## config.mk

```make
export PLATFORM = sky130hd
export DESIGN_NAME = iru_interrupt_request_unit
export DESIGN_NICKNAME = d
export VERILOG_FILES = /design/src/rtl/iru_interrupt_request_unit.v
export VERILOG_INCLUDE_DIRS = /design/src /design/src/rtl
export SDC_FILE = /design/constraint.sdc
export NUM_CORES = 1
export LEC_CHECK = 0
export BUFFER_PORTS_ARGS = -buffer_cell sky130_fd_sc_hd__clkbuf_2
export CAP_MARGIN = 10
export CORE_ASPECT_RATIO = 1.2
export CORE_MARGIN = 10
export CORE_UTILIZATION = 40
export CTS_CLUSTER_DIAMETER = 30
export DETAILED_ROUTE_END_ITERATION = 10
export GPL_ROUTABILITY_DRIVEN = 1
export PLACE_DENSITY_LB_ADDON = 0.05
export SLEW_MARGIN = 10
export SYNTH_ARGS = -nofsm -noshare
export SYNTH_HDL_FRONTEND = slang
export SYNTH_SLANG_ARGS = --single-unit
```

## constraint.sdc

```tcl
create_clock -name sys_clk -period 7.05 [get_ports sys_clk]
set_input_delay 0.705 -clock sys_clk [delete_from_list [all_inputs] [get_ports sys_clk]]
set_output_delay 0.705 -clock sys_clk [all_outputs]
set_load 0.1 [all_outputs]
```

## src/rtl/iru_defs.vh

```
// Constants for the interrupt request unit
`ifndef IRU_DEFS_VH
`define IRU_DEFS_VH
`define IRU_NUM_SRC 8
`define IRU_ADDR_ENABLE 3'h0
`define IRU_ADDR_REQUEST 3'h1
`define IRU_ADDR_EDGE_LO 3'h2
`define IRU_ADDR_EDGE_HI 3'h3
`define IRU_ADDR_STACK 3'h4
`define IRU_ADDR_STATUS 3'h5
`define IRU_RST_ENABLE 8'h00
`define IRU_RST_REQUEST 8'h00
`define IRU_RST_EDGE 16'h0000
`define IRU_RST_STACK 8'h00
`define IRU_VECTOR 16'h0010
`define IRU_EDGE_RISE 2'h1
`define IRU_EDGE_FALL 2'h2
`define IRU_STACK_STEP 8'h02
`define IRU_STAT_GIE 0
`define IRU_STAT_BUSY 1
`endif

```

## src/rtl/iru_interrupt_request_unit.v

```verilog
// Interrupt request unit: flags, enables, edge select, stack entry/return
//
// Strobed register access and the register addresses were chosen for this implementation.
`timescale 1ns/100ps
`default_nettype none
`include "iru_defs.vh"

module iru_interrupt_request_unit
(
  input wire sys_clk,
  input wire resetn,
  input wire [7:0] src_in,
  input wire [2:0] reg_addr,
  input wire [7:0] reg_wdata,
  input wire reg_wr,
  input wire reg_rd,
  output reg [7:0] reg_rdata,
  input wire instr_boundary,
  input wire [15:0] pc_in,
  input wire reti_strobe,
  input wire engint_strobe,
  input wire disgint_strobe,
  output reg pc_load,
  output reg [15:0] pc_value,
  output reg busy,
  output reg irq,
  output reg [7:0] mem_addr,
  output reg [7:0] mem_wdata,
  output reg mem_we,
  output reg mem_re,
  input wire [7:0] mem_rdata
);

  // ----------------------------------------------------------------
  // States
  // ----------------------------------------------------------------
  localparam [3:0] ST_IDLE = 4'b0001;
  localparam [3:0] ST_PUSH_H = 4'b0010;
  localparam [3:0] ST_POP_L = 4'b0100;
  localparam [3:0] ST_POP_D = 4'b1000;

  // Select 00 behaves as both edges, so an unset line still catches changes
  function edge_hit;
    input [1:0] sel;
    input cur;
    input prev;
    begin
      if (sel == `IRU_EDGE_RISE)
        edge_hit = cur & ~prev;
      else if (sel == `IRU_EDGE_FALL)
        edge_hit = ~cur & prev;
      else
        edge_hit = cur ^ prev;
    end
  endfunction

  reg [1:0] pin_meta_q;
  reg [1:0] pin_sync_q;
  reg [7:0] src_prev_q;
  reg [7:0] enable_q;
  reg [7:0] request_q;
  reg [15:0] edge_q;
  reg [7:0] stack_q;
  reg gie_q;
  reg [3:0] state_q;
  reg [15:0] pc_save_q;
  reg [7:0] pop_lo_q;
  reg [7:0] src_now;
  reg [7:0] event_d;
  reg [7:0] clear_d;
  reg [7:0] rdata_d;
  integer i;
  wire pending;
  wire take;
  wire ret;
  wire wr_stack;

  // ----------------------------------------------------------------
  // Source capture
  // ----------------------------------------------------------------
  // Only the two pins src_in[1:0] come from outside the clock domain
  always @(posedge sys_clk or negedge resetn)
  begin
    if (!resetn)
    begin
      pin_meta_q <= 2'h0;
      pin_sync_q <= 2'h0;
      src_prev_q <= 8'h00;
    end
    else
    begin
      pin_meta_q <= src_in[1:0];
      pin_sync_q <= pin_meta_q;
      src_prev_q <= src_now;
    end
  end

  always @*
  begin
    src_now = {src_in[7:2], pin_sync_q};
    event_d = 8'h00;
    clear_d = 8'h00;
    for (i = 0; i < `IRU_NUM_SRC; i = i + 1)
      event_d[i] = edge_hit(edge_q[2*i +: 2], src_now[i], src_prev_q[i]);
    if (reg_wr && reg_addr == `IRU_ADDR_REQUEST)
      clear_d = reg_wdata;
  end

  // ----------------------------------------------------------------
  // Register file
  // ----------------------------------------------------------------
  assign wr_stack = reg_wr && reg_addr == `IRU_ADDR_STACK;

  always @(posedge sys_clk or negedge resetn)
  begin
    if (!resetn)
    begin
      enable_q <= `IRU_RST_ENABLE;
      request_q <= `IRU_RST_REQUEST;
      edge_q <= `IRU_RST_EDGE;
    end
    else
    begin
      if (reg_wr && reg_addr == `IRU_ADDR_ENABLE)
        enable_q <= reg_wdata;
      if (reg_wr && reg_addr == `IRU_ADDR_EDGE_LO)
        edge_q[7:0] <= reg_wdata;
      if (reg_wr && reg_addr == `IRU_ADDR_EDGE_HI)
        edge_q[15:8] <= reg_wdata;
      // Set wins over a clear in the same cycle; enable plays no part here
      request_q <= (request_q & ~clear_d) | event_d;
    end
  end

  always @*
  begin
    rdata_d = 8'h00;
    case (reg_addr)
      `IRU_ADDR_ENABLE:
        rdata_d = enable_q;
      `IRU_ADDR_REQUEST:
        rdata_d = request_q;
      `IRU_ADDR_EDGE_LO:
        rdata_d = edge_q[7:0];
      `IRU_ADDR_EDGE_HI:
        rdata_d = edge_q[15:8];
      `IRU_ADDR_STACK:
        rdata_d = stack_q;
      `IRU_ADDR_STATUS:
        rdata_d = {6'h00, state_q != ST_IDLE, gie_q};
      default:
        rdata_d = 8'h00;
    endcase
  end

  always @(posedge sys_clk or negedge resetn)
  begin
    if (!resetn)
      reg_rdata <= 8'h00;
    else if (reg_rd)
      reg_rdata <= rdata_d;
    else
      reg_rdata <= 8'h00;
  end

  // ----------------------------------------------------------------
  // Entry and return sequencer
  // ----------------------------------------------------------------
  assign pending = |(request_q & enable_q);
  assign take = state_q == ST_IDLE && instr_boundary && gie_q &&
    pending;
  assign ret = state_q == ST_IDLE && reti_strobe && !take;

  always @(posedge sys_clk or negedge resetn)
  begin
    if (!resetn)
    begin
      state_q <= ST_IDLE;
      gie_q <= 1'b0;
      stack_q <= `IRU_RST_STACK;
      pc_save_q <= 16'h0000;
      pop_lo_q <= 8'h00;
      pc_load <= 1'b0;
      pc_value <= 16'h0000;
      busy <= 1'b0;
      irq <= 1'b0;
      mem_addr <= 8'h00;
      mem_wdata <= 8'h00;
      mem_we <= 1'b0;
      mem_re <= 1'b0;
    end
    else
    begin
      pc_load <= 1'b0;
      mem_we <= 1'b0;
      mem_re <= 1'b0;
      irq <= gie_q & pending;
      if (engint_strobe)
        gie_q <= 1'b1;
      else if (disgint_strobe)
        gie_q <= 1'b0;
      if (wr_stack)
        stack_q <= reg_wdata;
      case (state_q)
        ST_IDLE:
        begin
          busy <= 1'b0;
          if (take)
          begin
            // Low byte first at the stack pointer, high byte above it
            pc_save_q <= pc_in;
            mem_we <= 1'b1;
            mem_addr <= stack_q;
            mem_wdata <= pc_in[7:0];
            gie_q <= 1'b0;
            busy <= 1'b1;
            state_q <= ST_PUSH_H;
          end
          else if (ret)
          begin
            mem_re <= 1'b1;
            mem_addr <= stack_q - `IRU_STACK_STEP;
            busy <= 1'b1;
            state_q <= ST_POP_L;
          end
        end
        ST_PUSH_H:
        begin
          mem_we <= 1'b1;
          mem_addr <= stack_q + 8'h01;
          mem_wdata <= pc_save_q[15:8];
          // A software write in this cycle loses to the hardware update
          stack_q <= stack_q + `IRU_STACK_STEP;
          pc_load <= 1'b1;
          pc_value <= `IRU_VECTOR;
          state_q <= ST_IDLE;
        end
        ST_POP_L:
        begin
          // Low byte stands on the memory read port in this cycle
          pop_lo_q <= mem_rdata;
          mem_re <= 1'b1;
          mem_addr <= stack_q - 8'h01;
          state_q <= ST_POP_D;
        end
        ST_POP_D:
        begin
          pc_load <= 1'b1;
          pc_value <= {mem_rdata, pop_lo_q};
          stack_q <= stack_q - `IRU_STACK_STEP;
          gie_q <= 1'b1;
          state_q <= ST_IDLE;
        end
        default:
          state_q <= ST_IDLE;
      endcase
    end
  end

endmodule

`default_nettype wire

```

; Word level (Yosys, flattened, before mapping)
; Cells that the tools add are included.
[op_classes]
n_addsub = 4
n_eq_ne = 28
n_mux = 41
bitwise_logic = 45
n_reduce_logical = 21
[ops]
columns = cell, count
row1 = 8-bit two-way mux, 6
row2 = 8-bit case mux with 6 select lines, 1
row3 = 16-bit case mux with 2 select lines, 1
row4 = 8-bit case mux with 2 select lines, 2
row5 = 1-bit two-way mux, 24
row6 = 8-bit case mux with 3 select lines, 1
row7 = 1-bit bitwise AND, 17
row8 = 8-bit bitwise AND, 2
row9 = "2-bit by 1-bit == test with 1-bit output, second input constant", 8
row10 = "2-bit == test, second input constant", 8
row11 = 1-bit NOT, 16
row12 = 1-bit logical AND, 10
row13 = "8-bit by 1-bit adder with 8-bit output, second input constant", 1
row14 = "8-bit by 2-bit adder with 8-bit output, second input constant", 1
row15 = 4-bit two-way mux, 2
row16 = 8-bit NOT, 1
row17 = 8-bit OR, 1
row18 = 4-bit case mux with 2 select lines, 1
row19 = 8-bit OR reduction, 1
row20 = "8-bit by 1-bit subtractor with 8-bit output, second input constant", 1
row21 = "8-bit by 2-bit subtractor with 8-bit output, second input constant", 1
row22 = 1-bit bitwise XOR, 8
row23 = "3-bit by 2-bit == test with 1-bit output, second input constant", 2
row24 = "3-bit == test, second input constant", 2
row25 = 15 further kinds, 21
[word_totals]
reg_bits = 126
out_inout_bits = 45
wordCells = 160

; Logic depth before layout (Yosys ltp)
; Gate-level depths: netlist (run 1).
[logic_depth]
depth_word = 9
ltp_mapped = 10
mapped_depth_nobuf = 8

; Worst setup path after synthesis (run 1)
; No wires, ideal clock.
[synth_timing]
path_type = reg-to-reg
start = register state_q[2]
end = register mem_addr[6]
setup_time_ns = 0.121
arrival_ns = 2.531
required_ns = 6.929
path_slack_ns = 4.398
path_stages_with_launch = 11
path_buffers = 2
path_cell_list = dfrtp_1 clkbuf_1 nor4b_1 buf_2 inv_1 fa_1 nor2b_1 o31a_1 o22ai_1 mux2i_1 o22a_1
[synth_via]
elab_chain_cells = 8
elab_cells_between_ends = 14
classes_between = eq/ne: 4 / mux: 2 / reduce/logical: 8
[synth_lines]
columns = item, line
row1 = "start, declared", iru_interrupt_request_unit.v:65  ; reg [3:0] state_q;
row2 = "start signal, assigned", iru_interrupt_request_unit.v:178  ; state_q <= ST_IDLE;
row3 = "start signal, assigned", iru_interrupt_request_unit.v:217  ; state_q <= ST_PUSH_H;
row4 = "start signal, assigned", iru_interrupt_request_unit.v:224  ; state_q <= ST_POP_L;
row5 = 4-bit by 1-bit == test with 1-bit output, "iru_interrupt_request_unit.v:170, iru_interrupt_request_unit.v:172, iru_interrupt_request_unit.v:204"
row6 = 1-bit logical AND (3 in series), iru_interrupt_request_unit.v:170  ; assign take = state_q == ST_IDLE && instr_boundary && gie_q &&
row7 = 1-bit logical NOT, iru_interrupt_request_unit.v:172  ; assign ret = state_q == ST_IDLE && reti_strobe && !take;
row8 = 1-bit logical AND, iru_interrupt_request_unit.v:172
row9 = 3-bit inequality test (no line), n/a
row10 = 2-bit AND reduction (no line), n/a
row11 = "end signal, assigned", iru_interrupt_request_unit.v:213  ; mem_addr <= stack_q;
row12 = "end signal, assigned", iru_interrupt_request_unit.v:222  ; mem_addr <= stack_q - `IRU_STACK_STEP;
row13 = "end signal, assigned", iru_interrupt_request_unit.v:230  ; mem_addr <= stack_q + 8'h01;
row14 = "end, declared", iru_interrupt_request_unit.v:27  ; output reg [7:0] mem_addr,
; Several ways; a longest one is shown, not always the timed one.
; A chain may end at the register's enable or synchronous reset.

; Final worst setup path (run 1)
; Same ends and word-level chain as after synthesis.

==> impl_metrics.json, run 1 <==
{
  "hold_buffers": 0,
  "post-dp-hpwl_um": 11710,
  "die_width_um": 132.4,
  "num_vias": 4669,
  "crit_chain": "nor4b_2, buf_4, inv_1, fa_1, nor2b_1, o31a_1, o22ai_1, mux2i_1, o22a_1",
  "fmax_mhz": 309.7,
  "setup_viol": 0,
  "routedWlPerCell_um": 18.25,
  "synth.distinct_cells": 62,
  "synth.most_common_cell": "dfrtp_1",
  "synth.top_cell.area_share_pct": 48.25,
  "rr_worst_depth": 9,
  "finalHoldViolations": 0,
  "cts_buffer_depth": 2,
  "cap_viol_max_count": 0,
  "wirelength_um": 16170,
  "fin_skew_ps": 7.247,
  "period_minus_slack_ps": 3229,
  "diodes": 0,
  "cts.clk_slew.worst_paths_ps": 60,
  "drt_iter0_markers": 331,
  "ys_seq_elements": 118,
  "syn_avg_cell_area_um2": 10.50,
  "grt_pass1_vias": 4872,
  "cts_buffers": 17,
  "cts_tree": "built",
  "grt_max_degree": 75,
  "htreeDepth": 4,
  "async_flop_share_pct": 100.0,
  "final_util_pct": 48.86,
  "cp-end-kind": "register",
  "rows": 49,
  "ys_top_cells_by_count": "117 x dfrtp_1, 64 x nand2_1, 49 x nor2_1",
  "reg2reg_slack_ps": 3820,
  "ant_nets": 0,
  "p_per_area_nw_per_um2": 510.8,
  "die_area_um2": 20520,
  "synthCells": 578,
  "post_cts.repair.setup_buffers": 0,
  "status": "complete, no violations",
  "clock_latency_ps": 410,
  "nets": 745,
  "synth.largest_area_cell": "dfrtp_1",
  "place_ws_ps": 3826,
  "cts.sinks": 118,
  "drive_gt1_share_pct": 28.01,
  "start_util_pct": 40.57,
  "startpoint_type": "register",
  "antenna_found_initial": 0,
  "root_buffer": "clkbuf_16",
  "grt_setup_unrepaired": "no",
  "slew_viol_final": 0,
  "worst_slack_ps": 3821,
  "max_slew_margin_pct": 27.99,
  "cp_max_fo": 15,
  "holdPathStages": 0,
  "portBuffers": 95,
  "worstPathRequired_ps": 7350,
  "stdcell_count": 886,
  "overflow": 0,
  "grt_pass1_wl_um": 26370,
  "slowest_stage": "nor4b_2",
  "area_growth_pct": 20.45,
  "pin_count": 96,
  "netlist_area_um2": 6068,
  "synth_area_leaders": "dfrtp_1 48%, mux2_2 6.1%, ha_1 4.9%, nand2_1 4.0%, a22o_1 3.5%",
  "syn_nets": 654,
  "tightest_slew_ps": 1077,
  "setup_tns_ps": 0,
  "gp_congestion": 0.8130,
  "grt.total_usage_pct": 16.07,
  "crit_type": "reg -> reg",
  "ctsResizeCount": 0,
  "first_pass_iters": 4,
  "core-area_um2": 14960,
  "p_leak_nw": 3.444,
  "ys.warnings.count": 0,
  "cp.arrival_ps": 3530,
  "die_h_um": 154.9,
  "drc_errors": 0,
  "finalCritPeriodShare_pct": 45.80,
  "synthFlopType": "dfrtp_1",
  "synth-edff-count": 0,
  "ys_seq_area_share_pct": 48.68,
  "hp-class": "reg -> reg",
  "ir_drop_mv": 0.2207,
  "crit_path_max_incr_delay_ps": 950,
  "drt-vias-per-instance": 5.270,
  "dp_cells": 854
}
==> layout make-up <==
cell class | instances | area [um^2]
inverters | 29 | 108.9
fillers | 1467 | 7650
clock buffers | 24 | 491.7
flip-flops and latches | 118 | 2954
multi-input cells | 403 | 2912
clock inverters | 8 | 72.57
repair buffers | 100 | 515.5
well taps | 204 | 255.2
==> placed cells by master, fill, tap and decap left out, drive strengths merged, types with 7 or more instances in the layout <==
master	n
ha	24
a211oi	8
o21ai	23
a21oi	23
nor2	50
mux2i	14
or2	7
o22a	7
nor3	12
clkbuf	118
nand2	65
mux2	34
a31oi	15
inv	29
a22o	24
dfrtp	117
==> metal layers <==
layer / global-route usage [%] / vias up / routed length [um] / share of wire [%]
met5: 0 / - / 0 / 0
met4: 6.558 / 0 / 281 / 1.7
met3: 3.286 / 23 / 423 / 2.6
met2: 27.42 / 73 / 8297 / 51
met1: 19.40 / 2314 / 7168 / 44
li1: - / 2259 / - / -
==> registers in the layout, indices dropped and copies added (netlist names), 4 cells and up <==
name        flops
edge_q         16
enable_q        8
mem_addr        8
mem_wdata       8
pc_save_q       8
pc_value       16
pop_lo_q        8
reg_rdata       8
request_q       8
src_prev_q      8
stack_q         8
state_q         4
==> worst max-delay path: cells and delay by family (launching register included) <==
kind	cells	cell delay (ps)
adders and majority gates	1	370
muxes	1	130
AOI/OAI and AO/OA	3	460
buffers and inverters	2	390
DFF	1	620
and+or+nand+nor	2	1130
==> stage by stage <==
stage                     total power, mW  hold WS (ps)  instance area, um^2
final                               3.734         345.8                 7310
after global routing                3.946         355.2                 7310
after CTS                           3.775         348.5                 7310
after detailed placement            2.933         336.3                 6745
after global placement              2.915         335.2                 6740
after floorplan                     2.547         331.2                 6068
==> cells by family after synthesis <==
group / synth area share [%]
buffers and inverters: 3.629
adders and majority gates: 5.278
AOI/OAI and AO/OA: 16.23
xor gates and xnor gates: 1.443
and+or+nand+nor: 14.64
DFF: 48.68
muxes: 10.10
==> path summary, 6_finish.rpt <==
path	start	end
setup / recovery	state_q[2]$_DFFE_PN0P_	mem_addr[6]$_DFFE_PN0P_
hold / removal	pin_meta_q[0]$_DFF_PN0_	pin_sync_q[0]$_DFF_PN0_
setup reg to reg	state_q[2]$_DFFE_PN0P_	mem_addr[6]$_DFFE_PN0P_
hold reg to reg	pin_meta_q[0]$_DFF_PN0_	pin_sync_q[0]$_DFF_PN0_
max in group asynchronous	resetn	enable_q[0]$_DFFE_PN0P_
min in group asynchronous	resetn	pc_value[15]$_DFFE_PN0N_
==> report_power, final <==
part	total (mW)	switching, mW	internal, mW
registers	1.13	0.231	0.904
clock network	0.823	0.304	0.519
logic	1.78	1.28	0.492
(Power assumes the default switching activity.)
==> inputs of run 2 (changes only) <==
==> constraint.sdc (replaced) <==
create_clock -name sys_clk -period 2.6 [get_ports sys_clk]
set_input_delay 0.26 -clock sys_clk [delete_from_list [all_inputs] [get_ports sys_clk]]
set_output_delay 0.26 -clock sys_clk [all_outputs]
set_load 0.1 [all_outputs]
==> run 2 against run 1 <==
Effect of this change: routed wire length grew 1.4%; sequential cell count is the same; clock power grew to 2.8 times the previous value; first-iteration DRC count shrank 15%; fmax grew 36%; register-to-register slack lost 3600 ps; critical path depth shrank 3; non-clock buffer count grew 28; final cell count grew 2.9%; global-route usage grew 0.24 points; die area is the same; core utilization grew 1.8 points; critical endpoint is now mem_addr[3]$_DFFE_PN0P_; largest power group unchanged.
==> impl_metrics.json, run 2 (same netlist as run 1, synthesis figures left out) <==
{
  "post-dp-hpwl_um": 12210,
  "mostFrequentLayoutCells": "117 x dfrtp_1, 94 x clkbuf_2, 64 x nand2_1",
  "cp_max_fo": 15,
  "setup_tns_ps": 0,
  "hp-start": "pc_in[9]",
  "seqPwrFrac_pct": 28.9,
  "first_pass_iters": 4,
  "drt-vias-per-instance": 5.214,
  "finalCritPeriodShare_pct": 91.10,
  "clockPowerShare_pct": 22.0,
  "p_int_mw": 5.389,
  "cts_buffer_depth": 2,
  "grt_setup_unrepaired": "no",
  "htreeDepth": 4,
  "core-area_um2": 14960,
  "clock_latency_ps": 410,
  "nFillCells": 1419,
  "ant_nets": 0,
  "start_util_pct": 40.57,
  "setup_viol": 0,
  "finalHoldViolations": 0,
  "combPwrFrac_pct": 49.1,
  "pin_count": 96,
  "cts_tree": "built",
  "placed_area_um2": 6909,
  "fin_skew_ps": 6.440,
  "fin_area_um2": 7580,
  "rr_worst_depth": 6,
  "cts.sinks": 118,
  "portBuffers": 95,
  "cp-end-kind": "register",
  "p_per_area_nw_per_um2": 1368,
  "grt_max_degree": 44,
  "p_switching_mw": 4.981,
  "switching_share_pct": 48.03,
  "die_width_um": 132.4,
  "gp_congestion": 0.8730,
  "rows": 49,
  "grt_pass1_vias": 5076,
  "p_leak_nw": 3.591,
  "crit_type": "reg -> reg",
  "startpoint_type": "register",
  "fmax_mhz": 422.2,
  "cts_buffers": 17,
  "register_area_um2": 2954,
  "overflow": 0,
  "slew_viol_final": 0,
  "cap_viol_max_count": 0,
  "rr_endpoint": "mem_addr[3]$_DFFE_PN0P_",
  "worst_slack_ps": 231.5,
  "grt.total_usage_pct": 16.32,
  "tightest_slew_ps": 554.6,
  "hold_path_end": "pc_save_q[9]$_DFFE_PN0P_",
  "drc_errors": 0,
  "nets": 773,
  "antenna_found_initial": 0,
  "place_ws_ps": 246.4,
  "num_vias": 4755,
  "wirelength_um": 16390,
  "cp.arrival_ps": 2660,
  "cts.clk_slew.worst_paths_ps": 50,
  "worstPathRequired_ps": 2890,
  "grt_pass1_wl_um": 26830,
  "root_buffer": "clkbuf_16",
  "status": "complete, no violations",
  "reg2reg_slack_ps": 230,
  "final_common_cell": "dfrtp_1",
  "total_power_mw": 10.37,
  "diodes": 0,
  "multi_input_area_um2": 2915,
  "drive_gt1_share_pct": 29.52,
  "die_h_um": 154.9,
  "die_area_um2": 20520,
  "period_minus_slack_ps": 2369,
  "drt_iter0_markers": 280,
  "holdPathStages": 3,
  "routedWlPerCell_um": 17.97,
  "ir_drop_mv": 0.5590,
  "hp-class": "in -> reg",
  "reg2reg_from": "state_q[0]$_DFFE_PN1P_",
  "reg_top3": "edge_q: 16 flops, pc_value: 16 flops",
  "max_slew_margin_pct": 62.83,
  "area_growth_pct": 24.91
}
-- run 2: worst max-delay path by stage --
stage / start / endpoint / slack [ps] / depth (start not counted)
2_1_floorplan: state_q[2]$_DFFE_PN0P_ / mem_addr[6]$_DFFE_PN0P_ / 80 / 10
3_3_place_gp: state_q[0]$_DFFE_PN1P_ / mem_addr[7]$_DFFE_PN0P_ / 210 / 8
3_5_place_dp: state_q[0]$_DFFE_PN1P_ / mem_addr[0]$_DFFE_PN0P_ / 250 / 4
4_1_cts: state_q[1]$_DFFE_PN0P_ / mem_addr[7]$_DFFE_PN0P_ / 220 / 8
5_1_grt: state_q[0]$_DFFE_PN1P_ / mem_addr[7]$_DFFE_PN0P_ / 60 / 8
6_report: state_q[0]$_DFFE_PN1P_ / mem_addr[3]$_DFFE_PN0P_ / 230 / 6
-- run 2: worst max-delay path: stages, from the launching register on --
cell and delay, ps:
dfstp_2 710, or4b_2 700, nor2_1 200, o21ai_0 250
buf_4 230, a21oi_1 120, a31oi_1 50
-- run 2: metal layers --
layer / global-route usage, % / part of all wire (%)
met5: 0 / 0
met4: 5.771 / 1.5
met3: 3.995 / 3.2
met2: 28.04 / 53
met1: 19.44 / 43
-- run 2: timing repair --
action	CTS	global route
setup endpoints to repair	0	1
hold endpoints to repair	43	0
gates resized for setup	0	0
setup buffers	0	1
hold buffers	9	0
-- run 2: layout make-up --
type | instances | share of cell area [%]
inverter | 29 | 1.436
clock inverter | 9 | 1.354
clock buffer | 21 | 6.207
sequential | 118 | 38.97
multi-input combinational | 403 | 38.46
tap | 204 | 3.367
timing repair buffer | 128 | 10.20
-- run 2: through the flow --
stage / std cells / utilization, % / hold slack [ps]
3_3_place_gp: 872 / 46.19 / 266.4
5_1_grt: 912 / 50.67 / 35.26
3_5_place_dp: 872 / 46.19 / 274.2
6_report: 912 / 50.67 / 35.52
4_1_cts: 911 / 50.62 / 23.98
2_1_floorplan: 578 / - / -35.59
-- run 2: power groups by stage --
stage	Sequential, mW	Clock (mW)	Combinational [mW]
after global routing	3.10	2.42	5.46
after CTS	3.00	2.34	5.13
after global placement	3.00	0	5.06
final	3.00	2.28	5.09
after detailed placement	3.02	0	5.11
after floorplan	4.84	0	2.07
==> inputs of run 3 (changes only) <==
--- a/config.mk
+++ b/config.mk
@@ -11,10 +11,11 @@
 export CORE_ASPECT_RATIO = 1.2
 export CORE_MARGIN = 10
 export CORE_UTILIZATION = 40
+export CTS_BUF_LIST = sky130_fd_sc_hd__clkbuf_8
 export CTS_CLUSTER_DIAMETER = 30
 export DETAILED_ROUTE_END_ITERATION = 10
 export GPL_ROUTABILITY_DRIVEN = 1
-export PLACE_DENSITY_LB_ADDON = 0.05
+export PLACE_DENSITY = 0.61
 export SLEW_MARGIN = 10
 export SYNTH_ARGS = -nofsm -noshare
 export SYNTH_HDL_FRONTEND = slang
==> run 3 against run 2 <==
Effect of this change: core utilization decreased by 0.86 points; die area unchanged; sequential cell count unchanged; global-route usage decreased by 0.64 points; via count increased by 2.4%; routed wire length decreased by 2.3%; register-to-register slack got worse by 50 ps; critical path type unchanged; largest cell class unchanged; largest power group unchanged.
==> impl_metrics.json, run 3 (same netlist as run 1, synthesis figures left out) <==
{
  "wirelength_um": 16010,
  "place_ws_ps": 110.5,
  "clock_latency_ps": 440,
  "reg2reg_slack_ps": 180,
  "p_leak_nw": 3.538,
  "drt-vias-per-instance": 5.305,
  "startpoint_type": "register",
  "status": "complete, no violations",
  "drt_iter0_markers": 326,
  "finalCritPeriodShare_pct": 93.14,
  "drc_errors": 0,
  "die_width_um": 132.4,
  "die_h_um": 154.9,
  "area_growth_pct": 22.78,
  "ant_nets": 0,
  "grt_pass1_vias": 5179,
  "max_slew_margin_pct": 51.16,
  "htreeDepth": 4,
  "crit_type": "reg -> reg",
  "final_common_cell": "dfrtp_1",
  "reg_top3": "edge_q: 16 flops, pc_value: 16 flops",
  "holdPathStages": 3,
  "grt_pass1_wl_um": 26140,
  "slew_viol_final": 0,
  "rows": 49,
  "first_pass_iters": 5,
  "setup_tns_ps": 0,
  "cts_tree": "built",
  "fin_skew_ps": 8.148,
  "dp_cells": 870,
  "die_area_um2": 20520,
  "drive_gt1_share_pct": 29.03,
  "worstPathRequired_ps": 2930,
  "cts_buffers": 17,
  "cts.clk_slew.worst_paths_ps": 70,
  "portBuffers": 95,
  "routedWlPerCell_um": 17.44,
  "p_per_area_nw_per_um2": 1312,
  "reg2reg_from": "state_q[0]$_DFFE_PN1P_",
  "antenna_found_initial": 0,
  "start_util_pct": 40.57,
  "stdcell_count": 918,
  "fmax_mhz": 413.0,
  "grt.total_usage_pct": 15.68,
  "rr_worst_depth": 8,
  "ir_drop_mv": 0.5370,
  "tightest_slew_ps": 728.6,
  "gp_congestion": 0.8548,
  "mostFrequentLayoutCells": "117 x dfrtp_1, 94 x clkbuf_2, 64 x nand2_1",
  "overflow": 0,
  "worst_slack_ps": 178.4,
  "hp-class": "in -> reg",
  "num_vias": 4870,
  "pin_count": 96,
  "cp_max_fo": 15,
  "finalHoldViolations": 0,
  "hp-start": "pc_in[12]",
  "post_cts.repair.setup_buffers": 0,
  "post-dp-hpwl_um": 11870,
  "grt_max_degree": 44,
  "cp.arrival_ps": 2750,
  "hold_path_end": "pc_save_q[12]$_DFFE_PN0P_",
  "cap_viol_max_count": 0,
  "setup_viol": 0,
  "core-area_um2": 14960,
  "nets": 777,
  "period_minus_slack_ps": 2422,
  "root_buffer": "clkbuf_8",
  "cts_buffer_depth": 2,
  "grt_setup_unrepaired": "no",
  "cp-end-kind": "register",
  "cts.sinks": 118,
  "rr_endpoint": "mem_addr[6]$_DFFE_PN0P_"
}
run 3: changes by cell type in the layout (fill, tap and decap cells not counted), moves of 2 or more:
cell	delta
clkbuf_16	-17
clkbuf_8	+17
dlygate4sd3_1	+7
buf_4	-2
clkinv_2	+2
clkinvlp_4	-2
run 3: cell type report:
cell class | count | area (um^2)
well taps | 204 | 255.2
clock inverters | 11 | 131.4
flip-flops and latches | 118 | 2954
clock buffers | 20 | 275.3
multi-input cells | 403 | 2915
fillers | 1375 | 7508
repair buffers | 132 | 808.3
inverters | 29 | 108.9
diodes | 1 | 2.502
run 3: how the worst max path moves through the flow:
stage,from,to,slack (ps),cells past startpoint
5_1_grt,state_q[0]$_DFFE_PN1P_,mem_addr[6]$_DFFE_PN0P_,30,8
3_3_place_gp,state_q[0]$_DFFE_PN1P_,mem_addr[2]$_DFFE_PN0P_,160,5
6_report,state_q[0]$_DFFE_PN1P_,mem_addr[6]$_DFFE_PN0P_,180,8
4_1_cts,state_q[0]$_DFFE_PN1P_,mem_addr[2]$_DFFE_PN0P_,110,5
2_1_floorplan,state_q[2]$_DFFE_PN0P_,mem_addr[6]$_DFFE_PN0P_,80,10
3_5_place_dp,state_q[0]$_DFFE_PN1P_,mem_addr[2]$_DFFE_PN0P_,110,5
run 3: power breakdown:
| group | leakage [nW] | switching [mW] | internal, mW | total [mW] |
|---|---|---|---|---|
| clock | 0.215 | 0.712 | 1.00 | 1.72 |
| combinational | 1.90 | 3.64 | 1.44 | 5.08 |
| sequential | 1.42 | 0.529 | 2.45 | 2.98 |
| total | 3.54 | 4.88 | 4.90 | 9.78 |
run 3: what timing repair did:
item / in CTS / in global routing
hold buffers: 16 / 0
setup endpoints to repair: 0 / 2
endpoints found under the hold margin: 53 / 0
gates resized for setup: 0 / 1
run 3: per-layer routing:
| metal | global-route usage, % | wire length, um | vias to the layer above |
|---|---|---|---|
| met1 | 17.66 | 6541 | 2410 |
| met5 | 0 | 0 | - |
| li1 | - | - | 2322 |
| met2 | 27.76 | 8550 | 116 |
| met3 | 4.091 | 686 | 22 |
| met4 | 6.034 | 231 | 0 |
run 3: worst max-delay path: stages, from the launching register on:
cell and delay (ps):
dfstp_2 460, nor4b_4 490, inv_1 120, fa_1 400
nor2b_1 210, o31a_1 180, o22ai_1 100, mux2i_1 140
o22a_1 190
run 3: metrics by stage:
stage | power (mW) | utilization (%) | hold slack (ps) | cell area, um^2
2_1_floorplan | 6.911 | - | -35.59 | 6075
3_3_place_gp | 7.958 | 46.00 | 299.3 | 6882
5_1_grt | 10.33 | 49.79 | 17.38 | 7448
6_report | 9.775 | 49.81 | 32.94 | 7451
3_5_place_dp | 8.077 | 46.00 | 297.2 | 6882
4_1_cts | 9.861 | 49.79 | 0.7936 | 7448
